$ cat src/hdl/tls_pkg.sv
// package: register map, reset values and limits for the torque limit selector
package tls_pkg;
   // register byte offsets
   localparam logic [7:0] TLS_OFS_FWD_INT   = 8'h00;
   localparam logic [7:0] TLS_OFS_REV_INT   = 8'h04;
   localparam logic [7:0] TLS_OFS_FWD_EXT   = 8'h08;
   localparam logic [7:0] TLS_OFS_REV_EXT   = 8'h0c;
   localparam logic [7:0] TLS_OFS_MOTOR_MAX = 8'h10;
   localparam logic [7:0] TLS_OFS_ASSIGN    = 8'h14;
   localparam logic [7:0] TLS_OFS_STATUS    = 8'h18;
   localparam logic [7:0] TLS_OFS_IRQ_STAT  = 8'h1c;
   localparam logic [7:0] TLS_OFS_IRQ_EN    = 8'h20;
   localparam logic [7:0] TLS_OFS_IRQ_CLR   = 8'h24;
   localparam logic [7:0] TLS_OFS_CMD_FWD   = 8'h28;
   localparam logic [7:0] TLS_OFS_CMD_REV   = 8'h2c;
   // reset values and the write ceiling, percent of rated torque
   localparam logic [15:0] TLS_RST_INT       = 16'h0320;
   localparam logic [15:0] TLS_RST_EXT       = 16'h0064;
   localparam logic [15:0] TLS_RST_MOTOR_MAX = 16'h0320;
   localparam logic [15:0] TLS_LIMIT_MAX     = 16'h0320;
   // terminal assignment field positions
   localparam int TLS_ASN_FWD_IN  = 0;
   localparam int TLS_ASN_REV_IN  = 1;
   localparam int TLS_ASN_CLT_OUT = 2;
   // status bit positions
   localparam int TLS_ST_FWD_CLAMP = 0;
   localparam int TLS_ST_REV_CLAMP = 1;
   localparam int TLS_ST_FWD_EXT   = 2;
   localparam int TLS_ST_REV_EXT   = 3;
   // interrupt events
   localparam int TLS_EV_CLAMP_ON  = 0;
   localparam int TLS_EV_CLAMP_OFF = 1;
   localparam int TLS_EV_NUM       = 2;
endpackage : tls_pkg

$ cat src/hdl/tls_torque_limit_select.sv
// module: torque limit selector with apb registers, clamp logic and interrupt
`timescale 1ns/1ps
`default_nettype none

// How it works
// - internal limits always apply, reset 800
// - all limits are percent of rated
// - forward input on: min internal, external
// - forward input off: internal forward only
// - reverse input on: min internal, external
// - reverse input off: internal reverse only
// - external limits 0..800, reset 100
// - clamped output high while torque clamped
// - inputs act only when terminal assigned
// - clamped output driven only when assigned
// - limits above motor maximum use maximum
module tls_torque_limit_select
   import tls_pkg::*;
#(
   parameter int DW = 16
) (
   // clock and reset
   input  wire logic          pclk,
   input  wire logic          presetn,
   // apb slave
   input  wire logic          psel,
   input  wire logic          penable,
   input  wire logic          pwrite,
   input  wire logic [7:0]    paddr,
   input  wire logic [31:0]   pwdata,
   output logic      [31:0]   prdata,
   output logic               pready,
   output logic               pslverr,
   // host limit pins
   input  wire logic          fwd_ext_limit_in,
   input  wire logic          rev_ext_limit_in,
   output logic               torque_clamped_out,
   // torque path, magnitudes in percent of rated
   input  wire logic [DW-1:0] cmd_fwd_torque,
   input  wire logic [DW-1:0] cmd_rev_torque,
   output logic      [DW-1:0] lim_fwd_torque,
   output logic      [DW-1:0] lim_rev_torque,
   // interrupt
   output logic               irq
);

   // parameter check: ten bits hold the 800 percent ceiling, the bus word caps at 32
   if (DW < 10 || DW > 32) begin : g_dw_check
      $error("tls_torque_limit_select: DW must be 10..32");
   end

   // register storage
   logic [15:0] forward_internal_torque_limit;
   logic [15:0] reverse_internal_torque_limit;
   logic [15:0] forward_external_torque_limit;
   logic [15:0] reverse_external_torque_limit;
   logic [15:0] motor_max_torque;
   logic [2:0]  terminal_assignment;
   logic [TLS_EV_NUM-1:0] irq_stat;
   logic [TLS_EV_NUM-1:0] irq_en;

   // pin synchronisers, bit 0 forward, bit 1 reverse
   wire  [1:0]  pin_raw = {rev_ext_limit_in, fwd_ext_limit_in};
   wire  [1:0]  pin_sync;
   wire         fwd_sync = pin_sync[0];
   wire         rev_sync = pin_sync[1];
   // last cycle's clamp state, for the start and end events
   logic        clamp_prev;

   // clamp a written value to the legal range
   function automatic logic [15:0] tls_sat(input logic [31:0] v);
      tls_sat = (v[31:16] != 16'h0000 || v[15:0] > TLS_LIMIT_MAX) ? TLS_LIMIT_MAX : v[15:0];
   endfunction : tls_sat

   // smaller of two limits
   function automatic logic [15:0] tls_min(input logic [15:0] a, input logic [15:0] b);
      tls_min = (a < b) ? a : b;
   endfunction : tls_min

   // register map, one 32-bit word each, values in bits 15:0:
   //   0x00 forward internal limit      0x04 reverse internal limit
   //   0x08 forward external limit      0x0c reverse external limit
   //   0x10 motor maximum torque        0x14 terminal assignment
   //   0x18 clamp status (ro)           0x1c event status (ro)
   //   0x20 event enable                0x24 event clear (wo, reads 0)
   //   0x28 effective forward (ro)      0x2c effective reverse (ro)
   // an unmapped address or a write to a read-only word answers with pslverr
   // apb decode
   wire        acc       = psel && penable;
   wire        wr        = acc && pwrite;
   wire        hit_fi    = paddr == TLS_OFS_FWD_INT;
   wire        hit_ri    = paddr == TLS_OFS_REV_INT;
   wire        hit_fe    = paddr == TLS_OFS_FWD_EXT;
   wire        hit_re    = paddr == TLS_OFS_REV_EXT;
   wire        hit_mm    = paddr == TLS_OFS_MOTOR_MAX;
   wire        hit_as    = paddr == TLS_OFS_ASSIGN;
   wire        hit_st    = paddr == TLS_OFS_STATUS;
   wire        hit_is    = paddr == TLS_OFS_IRQ_STAT;
   wire        hit_ie    = paddr == TLS_OFS_IRQ_EN;
   wire        hit_ic    = paddr == TLS_OFS_IRQ_CLR;
   wire        hit_cf    = paddr == TLS_OFS_CMD_FWD;
   wire        hit_cr    = paddr == TLS_OFS_CMD_REV;
   wire        mapped    = hit_fi | hit_ri | hit_fe | hit_re | hit_mm | hit_as
                         | hit_st | hit_is | hit_ie | hit_ic | hit_cf | hit_cr;
   wire        bad_wr    = pwrite && (hit_st || hit_is || hit_cf || hit_cr);

   // write strobes, one per writable word; the access cycle is the write edge
   wire        we_fi     = wr && hit_fi;
   wire        we_ri     = wr && hit_ri;
   wire        we_fe     = wr && hit_fe;
   wire        we_re     = wr && hit_re;
   wire        we_mm     = wr && hit_mm;
   wire        we_as     = wr && hit_as;
   wire        we_ie     = wr && hit_ie;
   wire        we_ic     = wr && hit_ic;
   // the answer cycle follows every setup cycle, so pready never waits
   wire        setup     = psel && !penable;
   wire        rd_setup  = setup && !pwrite;

   // effective external inputs, ignored until assigned to a terminal
   // terminal gating
   wire fwd_ext_on = fwd_sync && terminal_assignment[TLS_ASN_FWD_IN];
   wire rev_ext_on = rev_sync && terminal_assignment[TLS_ASN_REV_IN];

   // effective limits
   // motor maximum cap
   wire [15:0] fi_cap = tls_min(forward_internal_torque_limit, motor_max_torque);
   wire [15:0] ri_cap = tls_min(reverse_internal_torque_limit, motor_max_torque);
   wire [15:0] fe_cap = tls_min(forward_external_torque_limit, motor_max_torque);
   wire [15:0] re_cap = tls_min(reverse_external_torque_limit, motor_max_torque);
   wire [15:0] eff_fwd = fwd_ext_on ? tls_min(fi_cap, fe_cap) : fi_cap;
   wire [15:0] eff_rev = rev_ext_on ? tls_min(ri_cap, re_cap) : ri_cap;

   // per-direction comparison against the effective limit
   // compare and clamp
   wire [DW-1:0] eff_fwd_w = DW'(eff_fwd);
   wire [DW-1:0] eff_rev_w = DW'(eff_rev);
   wire          fwd_over  = cmd_fwd_torque > eff_fwd_w;
   wire          rev_over  = cmd_rev_torque > eff_rev_w;
   wire [DW-1:0] next_lim_fwd = fwd_over ? eff_fwd_w : cmd_fwd_torque;
   wire [DW-1:0] next_lim_rev = rev_over ? eff_rev_w : cmd_rev_torque;
   wire          clamp_now = fwd_over || rev_over;

   // interrupt events: clamping starts or ends
   wire [TLS_EV_NUM-1:0] ev;
   assign ev[TLS_EV_CLAMP_ON]  = clamp_now && !clamp_prev;
   assign ev[TLS_EV_CLAMP_OFF] = !clamp_now && clamp_prev;
   wire [TLS_EV_NUM-1:0] clr_mask = we_ic ? pwdata[TLS_EV_NUM-1:0] : '0;
   // set wins over a clear in the same cycle
   wire [TLS_EV_NUM-1:0] next_irq_stat = (irq_stat & ~clr_mask) | ev;

   // read words, each zero-extended to the bus width
   wire [31:0] rw_fi = {16'h0000, forward_internal_torque_limit};
   wire [31:0] rw_ri = {16'h0000, reverse_internal_torque_limit};
   wire [31:0] rw_fe = {16'h0000, forward_external_torque_limit};
   wire [31:0] rw_re = {16'h0000, reverse_external_torque_limit};
   wire [31:0] rw_mm = {16'h0000, motor_max_torque};
   wire [31:0] rw_as = {29'h0, terminal_assignment};
   wire [31:0] rw_st = {28'h0, rev_ext_on, fwd_ext_on, rev_over, fwd_over};
   wire [31:0] rw_is = {{(32 - TLS_EV_NUM){1'b0}}, irq_stat};
   wire [31:0] rw_ie = {{(32 - TLS_EV_NUM){1'b0}}, irq_en};
   wire [31:0] rw_cf = {16'h0000, eff_fwd};
   wire [31:0] rw_cr = {16'h0000, eff_rev};
   // read select: the address hits are one-hot, so and-or is a plain mux
   wire [31:0] rd = ({32{hit_fi}} & rw_fi)
                  | ({32{hit_ri}} & rw_ri)
                  | ({32{hit_fe}} & rw_fe)
                  | ({32{hit_re}} & rw_re)
                  | ({32{hit_mm}} & rw_mm)
                  | ({32{hit_as}} & rw_as)
                  | ({32{hit_st}} & rw_st)
                  | ({32{hit_is}} & rw_is)
                  | ({32{hit_ie}} & rw_ie)
                  | ({32{hit_cf}} & rw_cf)
                  | ({32{hit_cr}} & rw_cr);

   // two-flop synchronisers on the host pins; only the second flop is read
   for (genvar gi = 0; gi < 2; gi++) begin : g_pin_sync
      logic meta;
      logic sync;
      always_ff @(posedge pclk or negedge presetn) begin
         if (!presetn) begin
            meta <= 1'b0;
            sync <= 1'b0;
         end else begin
            meta <= pin_raw[gi];
            sync <= meta;
         end
      end
      assign pin_sync[gi] = sync;
   end

   // forward internal limit, written value takes effect at once
   always_ff @(posedge pclk or negedge presetn) begin
      if (!presetn) begin
         forward_internal_torque_limit <= TLS_RST_INT;
      end else if (we_fi) begin
         forward_internal_torque_limit <= tls_sat(pwdata);
      end
   end

   // reverse internal limit, written value takes effect at once
   always_ff @(posedge pclk or negedge presetn) begin
      if (!presetn) begin
         reverse_internal_torque_limit <= TLS_RST_INT;
      end else if (we_ri) begin
         reverse_internal_torque_limit <= tls_sat(pwdata);
      end
   end

   // forward external limit, used only while its pin is on
   always_ff @(posedge pclk or negedge presetn) begin
      if (!presetn) begin
         forward_external_torque_limit <= TLS_RST_EXT;
      end else if (we_fe) begin
         forward_external_torque_limit <= tls_sat(pwdata);
      end
   end

   // reverse external limit, used only while its pin is on
   always_ff @(posedge pclk or negedge presetn) begin
      if (!presetn) begin
         reverse_external_torque_limit <= TLS_RST_EXT;
      end else if (we_re) begin
         reverse_external_torque_limit <= tls_sat(pwdata);
      end
   end

   // motor maximum torque, caps every limit setting
   always_ff @(posedge pclk or negedge presetn) begin
      if (!presetn) begin
         motor_max_torque <= TLS_RST_MOTOR_MAX;
      end else if (we_mm) begin
         motor_max_torque <= tls_sat(pwdata);
      end
   end

   // terminal assignment: pins and flag stay dead until assigned
   always_ff @(posedge pclk or negedge presetn) begin
      if (!presetn) begin
         terminal_assignment <= 3'h0;
      end else if (we_as) begin
         terminal_assignment <= pwdata[2:0];
      end
   end

   // sticky event status, a clear never hides a new event
   always_ff @(posedge pclk or negedge presetn) begin
      if (!presetn) begin
         irq_stat <= '0;
      end else begin
         irq_stat <= next_irq_stat;
      end
   end

   // event enable mask
   always_ff @(posedge pclk or negedge presetn) begin
      if (!presetn) begin
         irq_en <= '0;
      end else if (we_ie) begin
         irq_en <= pwdata[TLS_EV_NUM-1:0];
      end
   end

   // clamp history for the edge events; reset matches the idle state
   always_ff @(posedge pclk or negedge presetn) begin
      if (!presetn) begin
         clamp_prev <= 1'b0;
      end else begin
         clamp_prev <= clamp_now;
      end
   end

   // forward torque to the current loop, one cycle after the command
   always_ff @(posedge pclk or negedge presetn) begin
      if (!presetn) begin
         lim_fwd_torque <= '0;
      end else begin
         lim_fwd_torque <= next_lim_fwd;
      end
   end

   // reverse torque to the current loop, one cycle after the command
   always_ff @(posedge pclk or negedge presetn) begin
      if (!presetn) begin
         lim_rev_torque <= '0;
      end else begin
         lim_rev_torque <= next_lim_rev;
      end
   end

   // clamped flag, aligned with the limited torque it describes
   always_ff @(posedge pclk or negedge presetn) begin
      if (!presetn) begin
         torque_clamped_out <= 1'b0;
      end else begin
         torque_clamped_out <= clamp_now && terminal_assignment[TLS_ASN_CLT_OUT];
      end
   end

   // level interrupt, follows the status it will hold after this edge
   always_ff @(posedge pclk or negedge presetn) begin
      if (!presetn) begin
         irq <= 1'b0;
      end else begin
         irq <= |(next_irq_stat & irq_en);
      end
   end

   // ready in the access cycle, one cycle per transfer
   always_ff @(posedge pclk or negedge presetn) begin
      if (!presetn) begin
         pready <= 1'b0;
      end else begin
         pready <= setup;
      end
   end

   // error answer for unmapped words and read-only writes
   always_ff @(posedge pclk or negedge presetn) begin
      if (!presetn) begin
         pslverr <= 1'b0;
      end else begin
         pslverr <= setup && (!mapped || bad_wr);
      end
   end

   // read data stands with pready only, zero otherwise
   always_ff @(posedge pclk or negedge presetn) begin
      if (!presetn) begin
         prdata <= 32'h0000_0000;
      end else begin
         prdata <= rd_setup ? rd : 32'h0000_0000;
      end
   end

endmodule : tls_torque_limit_select

`default_nettype wire

$ cat config.mk
export PLATFORM = sky130hd
export DESIGN_NAME = tls_torque_limit_select
export DESIGN_NICKNAME = d
export VERILOG_FILES = /design/src/hdl/tls_pkg.sv /design/src/hdl/tls_torque_limit_select.sv
export SDC_FILE = /design/constraint.sdc
export NUM_CORES = 1
export LEC_CHECK = 0
export BUFFER_PORTS_ARGS = -buffer_cell sky130_fd_sc_hd__buf_2
export CORE_ASPECT_RATIO = 1.75
export CORE_MARGIN = 8
export CORE_UTILIZATION = 40
export CTS_CLUSTER_SIZE = 12
export DETAILED_ROUTE_END_ITERATION = 8
export PLACE_DENSITY = 0.64
export SLEW_MARGIN = 5
export SYNTH_ARGS = -nofsm -noshare
export SYNTH_HDL_FRONTEND = slang
export SYNTH_SLANG_ARGS = --single-unit
$ cat constraint.sdc
create_clock -name pclk -period 15.5 [get_ports pclk]
set_input_delay 2.325 -clock pclk [delete_from_list [all_inputs] [get_ports pclk]]
set_output_delay 2.325 -clock pclk [all_outputs]
set_load 0.02 [all_outputs]
Yosys cells after proc, flatten, opt, wreduce, memory -nomap -nowiden:

Index checks and enable logic that the tools add are counted.

* order comparisons: 9
* equal/unequal tests: 11
* muxes and demuxes: 13
* bitwise logic cells: 36
* reductions and logical operators: 33

Operators by type and width (number)
* $or 32x32->32: 10
* $and 32x16->32: 7
* $mux 16: 11
* $lt 16x16->1: 6
* $and 32x2->32: 2
* $and 32x3->32: 1
* $and 32x4->32: 1
* $eq 8x5->1 const B: 4
* $eq 8x6->1 const B: 4
* $gt 16x16->1: 2
* $mux 32: 1
* $logic_and 1x1->1: 19
* $eq 8x4->1 const B: 2
* $gt 16x10->1 const B: 1
* $reduce_bool 16->1: 1
* $or 1x1->1: 11
* $eq 8x3->1 const B: 1
* $logic_not 8->1: 1
* $logic_or 1x1->1: 6
* $logic_not 1->1: 5
* $and 2x2->2: 2
* $mux 2: 1
* $not 2->2: 1
* $or 2x2->2: 1
* $reduce_or 2->1: 1

* bits in registers: 160
* input bits: 79
* output and inout bits: 68
* word-level logic and storage cells: 122

Logic depth before layout (Yosys ltp):

Gate-level depths: netlist of the first run.

* depth in word-level cells: 15
* depth in mapped cells: 38
* gate-level depth less buffers: 34

Least setup slack after synthesis of the first run:

Ideal clock, no wire load.

* path kind: reg-to-reg
* start: reg motor_max_torque[9]
* end: reg irq
* setup time: 0.126 ns
* arrival time: 7.948 ns
* required time: 15.374 ns
* slack: 7.425 ns
* cell stages (with the launch flop): 37
* path buffers: 5
* period minus slack after synthesis: 8.075 ns
* cell sequence: dfstp_2 -> inv_1 -> ha_1 -> nand4_1 -> or3_1 -> o32a_1 -> o21ai_1 -> buf_4 -> buf_1 -> mux2i_1 -> inv_1 -> ha_1 -> a21o_1 -> a21o_1 -> a21oi_1 -> o22ai_1 -> or4_1 -> o21ai_0 -> and2_1 -> clkbuf_1 -> buf_2 -> mux2i_1 -> inv_1 -> ha_1 -> a21o_1 -> a21o_1 -> a21o_1 -> a21o_1 -> a21o_1 -> a21o_1 -> a21oi_1 -> nand2_1 -> a31oi_1 -> a21o_1 -> buf_2 -> o211ai_1 -> a221o_1

* longest elaborated chain between the ends: 12
* elaborated cells on any way between the ends: 23
* those cells by class: order compare (8); mux (8); bitwise (2); reduce/logical (5)

Ends and longest elaborated chain
* start: declaration: RTL line tls_torque_limit_select.sv:57 `logic [15:0] motor_max_torque;`
* start signal: assignment: RTL line tls_torque_limit_select.sv:234 `motor_max_torque <= tls_sat(pwdata);`
* $lt 16x16->1: RTL line tls_torque_limit_select.sv:77 `tls_min = (a < b) ? a : b;`
* $mux 16: RTL line tls_torque_limit_select.sv:77
* $lt 16x16->1: RTL line tls_torque_limit_select.sv:77
* $mux 16: RTL line tls_torque_limit_select.sv:77
* $mux 16 (on tied branches): RTL line tls_torque_limit_select.sv:131, tls_torque_limit_select.sv:132
* $gt 16x16->1 (on tied branches): RTL line tls_torque_limit_select.sv:138, tls_torque_limit_select.sv:139
* $logic_or 1x1->1 (*): RTL line tls_torque_limit_select.sv:142 `wire clamp_now = fwd_over || rev_over;`
* $logic_not 1->1: RTL line tls_torque_limit_select.sv:147 `assign ev[TLS_EV_CLAMP_OFF] = !clamp_now && clamp_prev;`
* $logic_and 1x1->1: RTL line tls_torque_limit_select.sv:147
* $or 2x2->2 (*): RTL line tls_torque_limit_select.sv:150 `wire [TLS_EV_NUM-1:0] next_irq_stat = (irq_stat & ~clr_mask) | ev;`
* $and 2x2->2 (*): RTL line tls_torque_limit_select.sv:306 `irq <= |(next_irq_stat & irq_en);`
* $reduce_or 2->1 (*): RTL line tls_torque_limit_select.sv:306
* end signal: assignment: RTL line tls_torque_limit_select.sv:306
* end: declaration: RTL line tls_torque_limit_select.sv:44 `output logic irq`

Every way passes the cells marked *; elsewhere a longest branch is shown, timed or not.
A chain may end at the register's enable or synchronous reset.

Worst setup path after layout of the first run:

* start: reg motor_max_torque[2]
* end: reg irq

Same word-level chain as after synthesis.

==> metrics.txt, run 1 <==
status=completed; H-Tree Depth=4; RSZ-0062 raised after global routing=no; placement-stage cell area=11,340 um2; final net count=1,447; commonest non-fill, non-tap cells in the layout=129 x dfrtp_1, 129 x buf_2, 128 x nand2_1; post-CTS setup buffers=0; PD cells=75.57 nW/um2; vias per cell=5.863; Routed Antenna Nets=0; clock buffer depth=2; Critical Path Slowest Stage Cell=a2111oi_0; row cnt=78; routed wire length=34.91 mm; CTS root buf=clkbuf_16; Antenna diodes=0; slowest cell delay on critical path=0.71 ns; maximum vdd ir drop=0.08195 mV; initial antenna violation count=0; Worst-Skew Late Latency=0.45 ns; Global Route Usage Sum=0.2237; hpwl dp=27.84 mm; area grow syn2layout=14.81%; Final period util=0.5673; die height=229.3 um; Crit Reg-Reg Endpoint=irq; Period minus WS final=8.793 ns; Initial Util=0.4037; P_leak=5.702 nW; register area share after synthesis=0.3482; min-delay worst type=reg -> reg; fmax=0.1137 GHz; share of layout cells above drive strength 1=0.1912; Placer Congestion=0.9770; worst reg-to-reg path cell count=33; hold path cells=0; unique cell type count in the Yosys netlist=77; FILL cells=2,501; Synth Flop Type=dfrtp_1; Clock Skew=0.01083 ns; Critical Path Most Common Cell=a21o_1; RR Startpoint=motor_max_torque[2]; die area=31,620 um2; relative slew slack=0.2573; critical path type=reg -> reg; Min Hold Slack=0.3422 ns; Hold Buf Count CTS=0; gr ovfl total=0; HP Start=g_pin_sync[1].meta; FFs w/ async S/R, synth=1.000; Slew Limit Fails=0; Avg Cell Area, Syn=9.196 um2; CTS tree=yes; 1st-iter DRT viols=740; core area=25,760 um2; design area=11,940 um2; total vias in the final route=9,299; Die W=137.9 um; global-route wire length before repair=53.73 mm; max-cap viol count=0; IO buf count=130; Synth Register Bits=144; Arr. time, crit path=9.12 ns; pin count of the biggest net entering global routing=74; vias in the first global route=9,624; Worst Path Required=15.83 ns; cell area after synthesis=10,400 um2; # setup viols final=0; Worst-Margin Slew=1.111 ns; CP Capture Type=register; setup TNS=0 ns; CTS buffer count=17; Synth Instances=1,131; io pins=147; first-pass iteration count of the detailed router=5; CTS sink cnt=144; warnings from Yosys=0; startpoint types=register; crit-path max FO=34; per-cell routed wire length=22.01 um; CTS resizes=0; Final Hold Vio Count=0; Post-synth EDFFs=0; reg2reg setup slack=6.71 ns; Clock transition at path regs=0.06 ns; drt drc=0; WHS Endpoint=g_pin_sync[1].sync
-- stage by stage --
| step | util | cells | worst slack, ns | total power, mW |
|---|---|---|---|---|
| floorplan | - | 1146 | 7.425 | 0.4461 |
| global placement | 0.4401 | 1555 | 6.699 | 0.4816 |
| detailed placement | 0.4401 | 1555 | 6.713 | 0.4831 |
| CTS | 0.4635 | 1586 | 6.675 | 0.9116 |
| global route | 0.4635 | 1586 | 6.246 | 0.9347 |
| finish | 0.4635 | 1586 | 6.707 | 0.9024 |
-- where the power goes --
| group | switching, mW | internal (mW) | leakage (nW) |
|---|---|---|---|
| Combinational | 0.0548 | 0.0321 | 3.54 |
| Clock | 0.170 | 0.257 | 0.290 |
| Sequential | 0.00423 | 0.384 | 1.88 |
| Total | 0.229 | 0.674 | 5.70 |
-- cell families after synthesis --
| family | after synthesis | synth area share |
|---|---|---|
| AND/OR/NAND/NOR | 322 | 0.1522 |
| AO/OA/AOI/OAI | 316 | 0.2040 |
| flip-flops | 144 | 0.3483 |
| buffers and inverters | 135 | 0.05678 |
| adder cells (fa/ha/maj) | 114 | 0.1371 |
| multiplexers | 95 | 0.09792 |
| XOR/XNOR | 4 | 0.003369 |
| other | 1 | 0.0003605 |
-- worst max-delay path, delay by kind of cell (launching register included) --
| kind | cells | cell delay, ns |
|---|---|---|
| AND/OR/NAND/NOR | 3 | 0.84 |
| buffers and inverters | 6 | 1.32 |
| adder cells (fa/ha/maj) | 3 | 0.87 |
| AO/OA/AOI/OAI | 19 | 4.36 |
| flip-flops | 1 | 0.64 |
| multiplexers | 2 | 0.62 |
-- how the worst max path moves through the flow --
| stage | start | endpoint | slack (ns) | cells past startpoint |
|---|---|---|---|---|
| finish | motor_max_torque[2] | irq | 6.71 | 33 |
| detailed placement | motor_max_torque[2] | irq | 6.71 | 33 |
| floorplan | motor_max_torque[9] | irq | 7.43 | 36 |
| global placement | motor_max_torque[2] | irq | 6.70 | 33 |
| global route | motor_max_torque[10] | irq | 6.25 | 34 |
| CTS | motor_max_torque[2] | irq | 6.68 | 33 |
-- cell usage after synthesis (14+ instances only) --
library cell    n  share of area
dfrtp_1       129           0.31
nand2_1       128          0.046
ha_1          114           0.14
o21ai_0        93          0.045
inv_1          79          0.029
mux2i_1        71          0.068
a21oi_1        63          0.030
nor2_1         50          0.018
a22oi_1        34          0.025
and2_1         32          0.019
clkbuf_1       25         0.0090
a21o_1         23          0.017
a31oi_1        20          0.012
nand4_1        19          0.011
buf_4          18          0.013
nand3_1        17         0.0082
dfstp_2        15          0.038
mux2_2         14          0.015
-- flip-flops by register name, summed over array words and instances (netlist names), 2 cells and up --
name and count:
g_pin_sync.meta 2, prdata 16, forward_external_torque_limit 16, reverse_external_torque_limit 16
terminal_assignment 3, motor_max_torque 16, reverse_internal_torque_limit 16, lim_rev_torque 16
forward_internal_torque_limit 16, irq_stat 2, irq_en 2, lim_fwd_torque 16
-- area by class of cell --
cell class	instances	area (um2)	share of cell area
clock inverter	12	158.9	0.01331
timing repair buffer	145	769.5	0.06444
multi-input combinational	867	6251	0.5235
inverter	79	296.5	0.02483
sequential	144	3622	0.3033
clock buffer	19	442.9	0.03709
tap	320	400.4	0.03353
-- routing by layer --
metal  wire length (um)  track usage  vias up
met5                  0            0        -
met4               2687       0.1714        0
met3               2064      0.03441      133
met2              17230       0.3773      372
met1              12930       0.2425     4411
li1                   -            -     4383
Note: power is estimated with default switching activity, not from simulation.
==> run 2, diff against run 1 <==
- PLACE_DENSITY: 0.64 -> 0.66
- clock period: 15.5 -> 7.9 ns (I/O delays scaled with it)
==> run 2 against run 1 <==
Net effect: wire length down 3.0%; register-to-register slack got worse by 6.4 ns; setup slack worse by 6.4 ns; design area grew 4.4%; combinational power up 110%; clock power increased by 87%; critical path type unchanged; die area unchanged; critical endpoint is now torque_clamped_out; cell count up 3.3%; first-iteration DRC count is 26% lower; worst hold slack improved by 0.0078 ns; highest routed layer unchanged; sequential share of layout area fell by 1.3 points; via count increased by 1.1%.
==> metrics.txt, run 2 (synthesis gave the netlist of run 1 again) <==
status=completed; initial antenna violation count=0; total vias in the final route=9,401; Min Hold Slack=0.3500 ns; Final period util=0.9571; critical path type=reg -> reg; commonest non-fill, non-tap cells in the layout=129 x dfrtp_1, 129 x buf_2, 128 x nand2_1; cell total after placement=1,593; share of layout cells above drive strength 1=0.2375; clock buffer depth=2; CTS tree=yes; area grow syn2layout=19.91%; metal2 WL=16.50 mm; fmax=0.1323 GHz; CTS sink cnt=144; Worst Path Required=8.24 ns; Slew Limit Fails=0; Clock transition at path regs=0.06 ns; die area=31,620 um2; IO buf count=130; P_leak=5.990 nW; Global Route Usage Sum=0.2135; 1st-iter DRT viols=547; Placement Setup Slack=0.01125 ns; routed wire length=33.87 mm; Clock Skew=0.01015 ns; total power=1.744 mW; CP Capture Type=register; non-filler cells, final=1,638; drt drc=0; Metal-1 WL=13.01 mm; top layer in use=met4; gr ovfl total=0; Die W=137.9 um; crit-path max FO=7; PD cells=139.8 nW/um2; Hold Buf Count CTS=0; per-cell routed wire length=20.68 um; die height=229.3 um; # setup viols final=0; CTS root buf=clkbuf_16; Final Hold Vio Count=0; Initial Util=0.4037; Placer Congestion=1.012; min-delay worst type=reg -> reg; vias in the first global route=9,515; Worst-Skew Late Latency=0.45 ns; CTS buffer count=17; setup TNS=0 ns; Critical Path Slowest Stage Cell=or4_4; row cnt=78; global-route wire length before repair=51.62 mm; first-pass iteration count of the detailed router=5; Routed Antenna Nets=0; slowest cell delay on critical path=0.64 ns; Antenna diodes=0; pin count of the biggest net entering global routing=74; Arr. time, crit path=7.90 ns; metal3 WL=1.900 mm; placement-stage cell area=11,650 um2; Util after Layout=0.4841; startpoint types=register; Worst-Margin Slew=0.9913 ns; worst setup margin=0.3391 ns; core area=25,760 um2; vias per cell=5.739; H-Tree Depth=4; Period minus WS final=7.561 ns; io pins=147; final net count=1,498; max-cap viol count=0; hpwl dp=27.23 mm; design area=12,470 um2; relative slew slack=0.3335; maximum vdd ir drop=0.1476 mV
-- run 2: report_power, final --
| group | leakage, nW | switching, mW | internal, mW | total [mW] |
|---|---|---|---|---|
| clock | 0.275 | 0.344 | 0.455 | 0.799 |
| combinational | 3.84 | 0.111 | 0.0719 | 0.183 |
| sequential | 1.88 | 0.00840 | 0.754 | 0.762 |
-- run 2: path summary, 6_finish.rpt --
check / to / from / depth (start not counted) / slack (ns)
max: torque_clamped_out / motor_max_torque[13] / 35 / 0.34
min: g_pin_sync[1].sync / g_pin_sync[1].meta / 0 / 0.35
max reg2reg: torque_clamped_out / motor_max_torque[13] / 35 / 0.34
min reg2reg: g_pin_sync[1].sync / g_pin_sync[1].meta / 0 / 0.35
max in group asynchronous: clamp_prev / presetn / 2 / 5.72
min in group asynchronous: reverse_internal_torque_limit[11] / presetn / 1 / 0.75
-- run 2: final cells by class --
type	instances	area [um2]
Clock buffer	19	452.9
Clock inverter	13	128.9
Fill cell	2442	13290
Inverter	79	296.5
Multi-Input combinational cell	867	6369
Sequential cell	144	3622
Tap cell	320	400.4
Timing Repair Buffer	196	1202
-- run 2: worst max-delay path, delay by kind of cell, from the launching register on --
kind | cells | cell delay (ns)
compound gates | 12 | 2.59
fa+ha+maj | 3 | 0.89
buf+inv | 7 | 1.03
flops | 1 | 0.51
mux | 1 | 0.27
simple gates | 12 | 2.12
-- run 2: metal layers --
layer | global-route usage | vias up
met2 | 0.3497 | 352
li1 | - | 4481
met1 | 0.2374 | 4463
met3 | 0.03726 | 105
met4 | 0.1647 | 0
met5 | 0 | -
-- run 2: repair_timing --
item	4_1_cts	5_1_grt
pin swaps	0	5
resized for setup	1	26
buffers inserted	0	12
endpoints found under the setup margin	1	38
cloned	0	1
